--- src/npe_pkg.sv ---
// shared constants, types and helpers of the nand page ecc engine
`default_nettype none
package npe_pkg;
  // register byte offsets on the ahb-lite slave
  localparam logic [7:0] NPE_OFS_MODE     = 8'h00;
  localparam logic [7:0] NPE_OFS_CTRL     = 8'h04;
  localparam logic [7:0] NPE_OFS_STATUS   = 8'h08;
  localparam logic [7:0] NPE_OFS_PARITY   = 8'h0c;
  localparam logic [7:0] NPE_OFS_NPARITY  = 8'h10;
  localparam logic [7:0] NPE_OFS_IRQ_STAT = 8'h14;
  localparam logic [7:0] NPE_OFS_IRQ_CLR  = 8'h18;
  localparam logic [7:0] NPE_OFS_IRQ_EN   = 8'h1c;
  localparam int         NPE_OFS_W        = 8;
  // ahb-lite encodings
  localparam logic [2:0] NPE_HSIZE_WORD   = 3'h2;
  localparam logic       NPE_HRESP_OKAY   = 1'b0;
  // flash commands that open a computation
  localparam logic [7:0] NPE_CMD_READ     = 8'h00;
  localparam logic [7:0] NPE_CMD_PROG     = 8'h80;
  // widths
  localparam int NPE_SEL_W  = 2;
  localparam int NPE_CODE_W = 16;
  localparam int NPE_WORD_W = 13;
  localparam int NPE_LOC_W  = 17;
  localparam int NPE_DAT_W  = 16;
  localparam int NPE_ST_W   = 3;
  localparam int NPE_IRQ_W  = 2;
  // field positions
  localparam int NPE_MODE_SEL_LSB = 0;
  localparam int NPE_CTRL_SWRST   = 0;
  localparam int NPE_ST_CORR      = 0;
  localparam int NPE_ST_CODE      = 1;
  localparam int NPE_ST_MULT      = 2;
  localparam int NPE_IRQ_DONE     = 0;
  localparam int NPE_IRQ_ERR      = 1;
  // reset values
  localparam logic [NPE_SEL_W-1:0] NPE_MODE_RST = 2'h0;
  localparam logic [NPE_IRQ_W-1:0] NPE_IRQ_RST  = 2'h0;
  // main area is 512 words at the smallest page, doubling per select step
  localparam logic [NPE_WORD_W-1:0] NPE_MAIN_BASE = 13'h0200;
  localparam logic [4:0] NPE_ADDR_BITS_BASE = 5'h0c;  // 9 line bits + 3 column bits
  localparam logic [1:0] NPE_SPARE_LAST_WIDE   = 2'h1;
  localparam logic [1:0] NPE_SPARE_LAST_NARROW = 2'h3;

  // snooped external flash bus cycles, same clock as the engine
  typedef struct packed {
    logic                 cmd_valid;
    logic                 addr_valid;
    logic                 data_valid;
    logic [NPE_DAT_W-1:0] data;
  } npe_nf_t;

  typedef enum logic [2:0] {NPE_IDLE, NPE_ARM, NPE_ADDR, NPE_DATA, NPE_SPARE} npe_fsm_t;

  // bits of the code that carry meaning for this page size and word width
  function automatic logic [NPE_CODE_W-1:0] npe_code_mask(input logic [NPE_SEL_W-1:0] sel,
                                                          input logic wide);
    logic [4:0] nbits;
    nbits = NPE_ADDR_BITS_BASE + {3'h0, sel} + {4'h0, wide};
    return 16'hffff >> (5'h10 - nbits);
  endfunction

  function automatic logic [NPE_WORD_W-1:0] npe_last_word(input logic [NPE_SEL_W-1:0] sel);
    return (NPE_MAIN_BASE << sel) - 13'h0001;
  endfunction
endpackage : npe_pkg
`default_nettype wire

--- src/npe_engine.sv ---
// nand page ecc engine: flash bus snooper, code checker and ahb-lite register slave
// How it works
// - page length select in mode register picks 512/1024/2048/4096-word main areas.
// - a 00h read or 80h program command starts a new computation.
// - results become valid at main area end and stay locked until restart; on reads the spare check then sets status and may load parity.
// - zero syndrome reports no error and sets no flag.
// - single data error sets only correctable flag, with word and bit location.
// - single error inside the stored code sets the stored code error flag.
// - any other nonzero syndrome sets the multiple error flag.
// - status and both parity registers clear on start command or software reset.
// - a 32-bit single correct double detect code covers 512 to 4096 words.
// - sixteen bits per side: line parity above, column parity below.
// - column parity taps data bits by their bit index, true and inverted.
// - highest line term grows with the main area size.
// - single bit errors are located, double errors are only flagged.
// - registers sit behind a standard peripheral bus slave.
// - words are 8 or 16 bits; main area precedes the spare area.
//
// Chosen here: register access over AHB-Lite and the register offsets.
`default_nettype none
module npe_engine import npe_pkg::*; (
  input  wire logic                 i_core_clk,
  input  wire logic                 i_nrst,
  // ahb-lite slave
  input  wire logic                 i_hsel,
  input  wire logic [31:0]          i_haddr,
  input  wire logic [1:0]           i_htrans,
  input  wire logic                 i_hwrite,
  input  wire logic [2:0]           i_hsize,
  input  wire logic [31:0]          i_hwdata,
  input  wire logic                 i_hready,
  output logic                      o_hreadyout,
  output logic                      o_hresp,
  output logic      [31:0]          o_hrdata,
  // external bus cycles towards the flash, snooped on the core clock
  input  wire npe_nf_t              i_nf,
  input  wire logic                 i_nf_wide,
  // interrupt
  output logic                      o_irq
);
  typedef struct packed {
    // bus side
    logic                   ph_valid;
    logic                   ph_write;
    logic                   ph_hit;
    logic [NPE_OFS_W-1:0]   ph_ofs;
    logic                   rd_wait;
    logic [31:0]            hrdata;
    // software visible
    logic [NPE_SEL_W-1:0]   page_sel;
    logic [NPE_ST_W-1:0]    status;
    logic [NPE_LOC_W-1:0]   parity;
    logic [NPE_CODE_W-1:0]  nparity;
    logic [NPE_IRQ_W-1:0]   irq_stat;
    logic [NPE_IRQ_W-1:0]   irq_en;
    // page walker
    npe_fsm_t               fsm;
    logic                   is_read;
    logic [NPE_WORD_W-1:0]  word_cnt;
    logic [1:0]             spare_cnt;
    logic [NPE_CODE_W-1:0]  acc_p;
    logic [NPE_CODE_W-1:0]  acc_n;
    logic [31:0]            stored;
  } npe_state_t;

  npe_state_t st_r;
  npe_state_t st_nxt;

  logic [NPE_CODE_W-1:0] word_p;
  logic [NPE_CODE_W-1:0] word_n;
  logic [NPE_CODE_W-1:0] code_mask;
  logic [NPE_CODE_W-1:0] acc_p_nxt;
  logic [NPE_CODE_W-1:0] acc_n_nxt;
  logic                  is_start;
  logic                  main_last;
  logic                  spare_last;
  logic                  take;
  logic                  bus_wr;
  logic                  sw_reset;
  logic [NPE_IRQ_W-1:0]  irq_set;

  // per-word parity of the word on the flash bus at the current offset
  npe_word_parity u_word_parity (
    .i_data (i_nf.data),
    .i_word (st_r.word_cnt),
    .i_wide (i_nf_wide),
    .o_par  (word_p),
    .o_npar (word_n)
  );

  // a word that is the only set bit, used to spot a lone bad code bit
  function automatic logic npe_one_hot(input logic [NPE_CODE_W-1:0] v);
    return (v != 16'h0000) && ((v & (v - 16'h0001)) == 16'h0000);
  endfunction

  // read multiplexer; unmapped and write-only offsets read as zero
  function automatic logic [31:0] npe_read_mux(input npe_state_t s,
                                               input logic [NPE_OFS_W-1:0] ofs);
    logic [31:0] r;
    r = 32'h0000_0000;
    case (ofs)
      NPE_OFS_MODE:     r[NPE_SEL_W-1:0]  = s.page_sel;
      NPE_OFS_STATUS:   r[NPE_ST_W-1:0]   = s.status;
      NPE_OFS_PARITY:   r[NPE_LOC_W-1:0]  = s.parity;
      NPE_OFS_NPARITY:  r[NPE_CODE_W-1:0] = s.nparity;
      NPE_OFS_IRQ_STAT: r[NPE_IRQ_W-1:0]  = s.irq_stat;
      NPE_OFS_IRQ_EN:   r[NPE_IRQ_W-1:0]  = s.irq_en;
      default:          r = 32'h0000_0000;
    endcase
    return r;
  endfunction

  // flash side decode; only whole code bits for this geometry take part
  assign code_mask  = npe_code_mask(st_r.page_sel, i_nf_wide);
  assign acc_p_nxt  = st_r.acc_p ^ word_p;
  assign acc_n_nxt  = st_r.acc_n ^ word_n;
  assign main_last  = st_r.word_cnt == npe_last_word(st_r.page_sel);
  assign spare_last = i_nf_wide ? (st_r.spare_cnt == NPE_SPARE_LAST_WIDE)
                                : (st_r.spare_cnt == NPE_SPARE_LAST_NARROW);
  assign is_start   = i_nf.cmd_valid &&
                      ((i_nf.data[7:0] == NPE_CMD_READ) ||
                       (i_nf.data[7:0] == NPE_CMD_PROG));

  // bus side decode; a write commits in its zero-wait data phase
  assign take     = i_hsel && i_htrans[1] && i_hready;
  assign bus_wr   = st_r.ph_valid && st_r.ph_write && st_r.ph_hit;
  assign sw_reset = bus_wr && (st_r.ph_ofs == NPE_OFS_CTRL) && i_hwdata[NPE_CTRL_SWRST];

  // next state of the whole block
  always_comb begin
    logic [31:0]           stored_nxt;
    logic [NPE_CODE_W-1:0] syn_p;
    logic [NPE_CODE_W-1:0] syn_n;
    stored_nxt = st_r.stored;
    syn_p      = 16'h0000;
    syn_n      = 16'h0000;
    irq_set    = NPE_IRQ_RST;
    st_nxt     = st_r;

    // address phase capture; a read then spends one wait cycle fetching data
    if (i_hready) begin
      st_nxt.ph_valid = take;
      st_nxt.ph_write = i_hwrite;
      st_nxt.ph_hit   = i_hsize == NPE_HSIZE_WORD;
      st_nxt.ph_ofs   = i_haddr[NPE_OFS_W-1:0];
      st_nxt.rd_wait  = 1'b0;
    end
    // registered read data avoids a combinational path from haddr to hrdata
    if (st_r.ph_valid && !st_r.ph_write && !st_r.rd_wait) begin
      st_nxt.rd_wait = 1'b1;
      st_nxt.hrdata  = st_r.ph_hit ? npe_read_mux(st_r, st_r.ph_ofs) : 32'h0000_0000;
    end

    // register writes
    if (bus_wr) begin
      case (st_r.ph_ofs)
        NPE_OFS_MODE:   st_nxt.page_sel = i_hwdata[NPE_MODE_SEL_LSB +: NPE_SEL_W];
        NPE_OFS_IRQ_EN: st_nxt.irq_en   = i_hwdata[NPE_IRQ_W-1:0];
        default:        st_nxt.page_sel = st_r.page_sel;
      endcase
    end

    // page walker
    if (sw_reset || is_start) begin
      // new page or software reset: drop everything of the last page
      st_nxt.status    = '0;
      st_nxt.parity    = '0;
      st_nxt.nparity   = '0;
      st_nxt.acc_p     = '0;
      st_nxt.acc_n     = '0;
      st_nxt.word_cnt  = '0;
      st_nxt.spare_cnt = '0;
      st_nxt.stored    = '0;
      st_nxt.is_read   = i_nf.data[7:0] == NPE_CMD_READ;
      st_nxt.fsm       = sw_reset ? NPE_IDLE : NPE_ARM;
    end else begin
      case (st_r.fsm)
        NPE_IDLE: begin
          st_nxt.fsm = NPE_IDLE;  // results stay locked here
        end
        NPE_ARM: begin
          if (i_nf.addr_valid) begin
            st_nxt.fsm = NPE_ADDR;
          end
        end
        NPE_ADDR, NPE_DATA: begin
          // confirm commands such as a large-page read do not disturb the count
          if (i_nf.data_valid) begin
            st_nxt.fsm      = NPE_DATA;
            st_nxt.acc_p    = acc_p_nxt;
            st_nxt.acc_n    = acc_n_nxt;
            st_nxt.word_cnt = st_r.word_cnt + 13'h0001;
            if (main_last) begin
              // computed code valid and frozen from here on; on a read the spare check may still load parity with the error location
              st_nxt.acc_p   = acc_p_nxt & code_mask;
              st_nxt.acc_n   = acc_n_nxt & code_mask;
              st_nxt.parity  = {1'b0, acc_p_nxt & code_mask};
              st_nxt.nparity = acc_n_nxt & code_mask;
              st_nxt.fsm     = st_r.is_read ? NPE_SPARE : NPE_IDLE;
              irq_set[NPE_IRQ_DONE] = 1'b1;
            end
          end
        end
        NPE_SPARE: begin
          // stored code follows the main area: parity low half first, then inverse
          if (i_nf.data_valid) begin
            if (i_nf_wide) begin
              stored_nxt[{st_r.spare_cnt[0], 4'h0} +: NPE_DAT_W] = i_nf.data;
            end else begin
              stored_nxt[{st_r.spare_cnt, 3'h0} +: 8] = i_nf.data[7:0];
            end
            st_nxt.stored    = stored_nxt;
            st_nxt.spare_cnt = st_r.spare_cnt + 2'h1;
            if (spare_last) begin
              syn_p = (st_r.acc_p ^ stored_nxt[NPE_CODE_W-1:0]) & code_mask;
              syn_n = (st_r.acc_n ^ stored_nxt[31:NPE_CODE_W]) & code_mask;
              st_nxt.fsm = NPE_IDLE;
              if ((syn_p == 16'h0000) && (syn_n == 16'h0000)) begin
                st_nxt.status = '0;
              end else if ((syn_p ^ syn_n) == code_mask) begin
                // one data bit flipped: the parity syndrome is its address
                st_nxt.status[NPE_ST_CORR] = 1'b1;
                st_nxt.parity = i_nf_wide ? {1'b0, syn_p}
                                          : {syn_p[15:3], 1'b0, syn_p[2:0]};
                irq_set[NPE_IRQ_ERR] = 1'b1;
              end else if (npe_one_hot(syn_p | syn_n) && ((syn_p & syn_n) == 16'h0000)) begin
                // exactly one bit over both halves; two data flips give equal halves instead
                st_nxt.status[NPE_ST_CODE] = 1'b1;
                irq_set[NPE_IRQ_ERR] = 1'b1;
              end else begin
                st_nxt.status[NPE_ST_MULT] = 1'b1;
                irq_set[NPE_IRQ_ERR] = 1'b1;
              end
            end
          end
        end
        default: begin
          st_nxt.fsm = NPE_IDLE;
        end
      endcase
    end

    // sticky interrupt status; an event in the clearing cycle survives the clear
    if (bus_wr && (st_r.ph_ofs == NPE_OFS_IRQ_CLR)) begin
      st_nxt.irq_stat = (st_r.irq_stat & ~i_hwdata[NPE_IRQ_W-1:0]) | irq_set;
    end else begin
      st_nxt.irq_stat = st_r.irq_stat | irq_set;
    end
  end

  // single state register of the block
  always_ff @(posedge i_core_clk) begin
    if (!i_nrst) begin
      st_r          <= '0;
      st_r.page_sel <= NPE_MODE_RST;
      st_r.irq_stat <= NPE_IRQ_RST;
      st_r.irq_en   <= NPE_IRQ_RST;
      st_r.fsm      <= NPE_IDLE;
    end else begin
      st_r <= st_nxt;
    end
  end

  // bus answer: reads insert one wait state, writes none, always okay
  assign o_hreadyout = !(st_r.ph_valid && !st_r.ph_write && !st_r.rd_wait);
  assign o_hresp     = NPE_HRESP_OKAY;
  assign o_hrdata    = st_r.hrdata;
  // level interrupt while an enabled status bit is set
  assign o_irq       = |(st_r.irq_stat & st_r.irq_en);

endmodule // npe_engine
`default_nettype wire

--- src/npe_word_parity.sv ---
// parity contribution of one flash word to the line and column code
`default_nettype none
module npe_word_parity import npe_pkg::*; (
  input  wire logic [NPE_DAT_W-1:0]  i_data,
  input  wire logic [NPE_WORD_W-1:0] i_word,
  input  wire logic                  i_wide,
  output logic      [NPE_CODE_W-1:0] o_par,
  output logic      [NPE_CODE_W-1:0] o_npar
);
  // bit address of data bit b in word w: line bits above, column bits below
  function automatic logic [NPE_CODE_W-1:0] npe_bit_addr(input logic [NPE_WORD_W-1:0] w,
                                                         input logic [3:0] b,
                                                         input logic wide);
    return wide ? {w[11:0], b} : {w, b[2:0]};
  endfunction

  wire logic [NPE_DAT_W-1:0]  dval;
  wire logic [NPE_CODE_W-1:0] addr_tab [NPE_DAT_W];
  wire logic [NPE_DAT_W-1:0]  tap      [NPE_CODE_W];

  // upper byte only counts on 16-bit flash
  for (genvar b = 0; b < NPE_DAT_W; b++) begin : g_bit
    assign dval[b]     = i_data[b] & (i_wide | (b < 8));
    assign addr_tab[b] = npe_bit_addr(i_word, 4'(b), i_wide);
    for (genvar k = 0; k < NPE_CODE_W; k++) begin : g_tap
      assign tap[k][b] = addr_tab[b][k];
    end
  end

  // even parity over bits whose address bit is one, inverse over bits where it is zero
  for (genvar k = 0; k < NPE_CODE_W; k++) begin : g_code
    assign o_par[k]  = ^(dval & tap[k]);
    assign o_npar[k] = ^(dval & ~tap[k]);
  end
endmodule // npe_word_parity
`default_nettype wire

--- config.mk ---
export PLATFORM = sky130hd
export DESIGN_NAME = npe_engine
export DESIGN_NICKNAME = d
export VERILOG_FILES = /design/src/npe_pkg.sv /design/src/npe_engine.sv /design/src/npe_word_parity.sv
export SDC_FILE = /design/constraint.sdc
export NUM_CORES = 1
export LEC_CHECK = 0
export BUFFER_PORTS_ARGS = -buffer_cell sky130_fd_sc_hd__buf_4
export CAP_MARGIN = 20
export CORE_MARGIN = 3
export CORE_UTILIZATION = 30
export DETAILED_ROUTE_END_ITERATION = 10
export GPL_ROUTABILITY_DRIVEN = 0
export GPL_TIMING_DRIVEN = 0
export HOLD_SLACK_MARGIN = 0.08
export PLACE_DENSITY = 0.59
export RECOVER_POWER = 50
export SLEW_MARGIN = 20
export SYNTH_ARGS = -nofsm -noshare
export SYNTH_HDL_FRONTEND = slang
export SYNTH_SLANG_ARGS = --single-unit
--- constraint.sdc ---
create_clock -name i_core_clk -period 6.3 [get_ports i_core_clk]
set_input_delay 0 -clock i_core_clk [delete_from_list [all_inputs] [get_ports i_core_clk]]
set_output_delay 0 -clock i_core_clk [all_outputs]
set_load 0.05 [all_outputs]
==> impl_metrics.toml <==
[outcome]
status = "completed"

[yosys]
syn_area_mm2 = 0.0103
yosysTopAreaCell = "dfxtp_1"
avgSynthCellArea_um2 = 7.95
synth_cell_type_count = 85
ys_ff_latch = 154
async_flop_share = 0
yosysWarningCount = 0
synth_ff_type = "dfxtp_1"
seq_area_frac_synth = 0.299
synth_top_area_frac = 0.299
synth_edf_count = 0
yosys-top-cells-area = "dfxtp_1 30%, xnor2_1 6.7%, nor2_1 5.8%"
synthCells = 1295

[sta]
finalSetupViolations = 0
maxSlewViolCount = 0
skew_ns = 0.0112
whs_ns = 0.0988
setup_tns_ns = 0
fin_crit_ns = 5.34
hold_violations = 0
maxSlewHeadroom = 0.386
min_period_over_period = 0.848
tightest_slew_ns = 0.914
rsz0062_at_grt = "no"
maxClockFrequency_mhz = 187

[hold_path]
hold_depth = 3
min_from = "i_nf[9]"
hp-class = "in2reg"
hold_end = "st_r[9]"

[die]
initial_core_util = 0.306
core_mm2 = 0.0337
placementRows = 67
fp.dieW_um = 191
fp.dieArea_mm2 = 0.0366
die_h_um = 191
io-pin-count = 129

[critical_path]
cp.required_ns = 6.60
cp-start-kind = "flop"
cp_data_arrival_time_ns = 5.65
critPathKind = "reg2reg"
rr_worst_depth = 17
r2r_slack_ns = 0.96
cp-end-kind = "flop"
cp_max_fo = 10
reg2reg_to = "st_r[113]"
reg2reg_from = "st_r[64]"

[place]
dp_cells = 1807
port_buffers = 49
hpwl_um = 27800

[final_layout]
seqCellArea_mm2 = 0.00308
drive_above_1_share = 0.0915
layoutNonFillerInstCount = 1868
antennaDiodeCount = 0
nets = 1546
fin_util = 0.359
multi_input_area_mm2 = 0.00648
synthToLayoutAreaGrowth_pct = 17.5
fillers = 3538

[clocking]
postCtsSetupBuffers = 0
worst_skew_pair.late_latency_ns = 0.44
clkSinkCount = 154
cts_max_level = 4
tritoncts = "built"
cts.root.buffer_cell = "clkbuf_16"
cts_made_buffers = 17
clkSlewWorstSetupHoldPaths_ns = 0.07
cts.path.max_buffers = 2

[pwr]
power.density_mw_per_mm2 = 208
ir_worst_vdd_mv = 0.135
leakage_uw = 0.00462

[grt]
antenna_found_initial = 0
grt_overflow = 0
grt_pass1_vias = 9270
grt_start_max_net_pins = 17
grt_pass1_wl_um = 54100
groute.usage.overall = 0.193

[drt]
first_iter_violations = 1284
first_pass_iters = 9
detail-route-antenna-nets = 0
routed_via_density = 5.30
wl_per_cell_um = 19.1
vias = 9902
wl_um = 35700
route.detailed.drc = 0

[job]
maxCapViolCount = 0
-- critical path, cell delays in order (launching register included) --
cell and delay, ns:
dfxtp_1 0.36, buf_4 0.17, buf_4 0.20, inv_1 0.14, ha_1 0.34, buf_2 0.20
nand3_1 0.13, nor3_1 0.10, a222oi_1 0.70, mux2i_1 0.58, ha_1 0.35, xor2_1 0.17
nand4_1 0.12, or4_1 0.57, nor4_1 0.41, a31oi_4 0.28, buf_8 0.26, mux2i_1 0.12
-- cell usage in the layout, fill, tap and decap left out, types with 6 or more instances in the layout --
cell,count
a21oi_1,51
o211ai_1,6
buf_2,7
buf_4,66
or3_1,13
nand2b_1,9
and2_0,16
and3_1,12
a21boi_0,8
xnor2_1,79
nand4_1,11
clkbuf_16,17
ha_1,45
nand2_1,134
mux2i_1,56
dlygate4sd3_1,29
xor2_1,34
a31oi_1,7
nor2b_1,28
dfxtp_1,154
o21ai_0,47
a222oi_1,10
o21a_1,8
a22oi_1,43
nand3_1,26
nor2_1,159
nor4_1,12
inv_1,54
and2_1,15
conb_1,16
clkbuf_1,80
a211oi_1,37
nor3_1,20
-- cells in the mapped netlist (5+ instances only) --
cell type,n
and2_1,31
a21boi_0,8
ha_1,45
a22o_1,5
a22oi_1,43
nand2_1,134
nor4_1,12
inv_1,54
buf_2,7
o22ai_1,5
o211ai_1,6
nand3_1,26
a21o_1,5
buf_4,37
a211oi_1,37
nor2_1,159
o21ai_0,47
xnor2_1,79
clkbuf_1,58
and3_1,12
a21oi_1,51
nor3_1,20
dfxtp_1,154
o21a_1,8
a31oi_1,7
a222oi_1,10
mux2i_1,56
xor2_1,34
nand2b_1,9
or3_1,13
nand4_1,11
nor2b_1,28
-- cell families (layout without fill, tap and decap cells) --
group | count (synthesis) | in the layout | synth area share
XOR/XNOR | 115 | 115 | 0.0999
AO/OA/AOI/OAI | 265 | 265 | 0.178
buffers and inverters | 164 | 274 | 0.0768
other | 1 | 16 | 0.000364
flip-flops | 154 | 154 | 0.299
multiplexers | 61 | 61 | 0.0599
AND/OR/NAND/NOR | 489 | 489 | 0.230
adder cells (fa/ha/maj) | 46 | 46 | 0.0556
-- metrics by stage --
stage / total power (uW) / worst slack (ns) / cell area (um2)
6_report: 2520 / 0.957 / 12100
5_1_grt: 2600 / 0.764 / 12100
4_1_cts: 2520 / 1.01 / 12200
3_5_place_dp: 1460 / 0.911 / 11300
3_3_place_gp: 1460 / 0.937 / 11300
2_1_floorplan: 1310 / 2.12 / 10400
-- cell type report --
cell class,count,area share
multi-input combinational,992,0.536
sequential,154,0.255
buffer,109,0.0483
timing repair buffer,78,0.0482
tap,448,0.0463
clock buffer,20,0.0378
inverter,55,0.0171
clock inverter,12,0.0117
-- registers in the layout, indices dropped and copies added (netlist names) --
name / count
o_hrdata: 17
st_r: 137
-- per-layer routing --
metal	up-vias	GRT usage	wire (um)
li1	4689	-	-
met1	4687	0.262	15500
met2	452	0.308	16100
met3	74	0.0288	2700
met4	0	0.0751	1400
met5	-	0	0
-- report_power, final --
group / switching [uW] / internal (uW) / leakage, uW / total [uW]
clock network: 441 / 609 / 0.000281 / 1050
registers: 3.13 / 978 / 0.00124 / 981
logic: 323 / 165 / 0.00310 / 488
total: 766 / 1750 / 0.00462 / 2520
-- worst max path at each step --
stage                      to  startpoint  slack [ns]
floorplan           st_r[117]    st_r[64]        2.12
global placement    st_r[113]   i_nf_wide        0.94
detailed placement  st_r[114]   i_nf_wide        0.91
CTS                 st_r[113]    st_r[64]        1.01
global route        st_r[113]    st_r[64]        0.76
finish              st_r[113]    st_r[64]        0.96
-- what timing repair did --
| action | in CTS | in global routing |
|---|---|---|
| gates resized for setup | 0 | 0 |
| hold endpoints to repair | 32 | 0 |
| hold buffers | 29 | 0 |
Note: power is estimated with default switching activity, not from simulation.
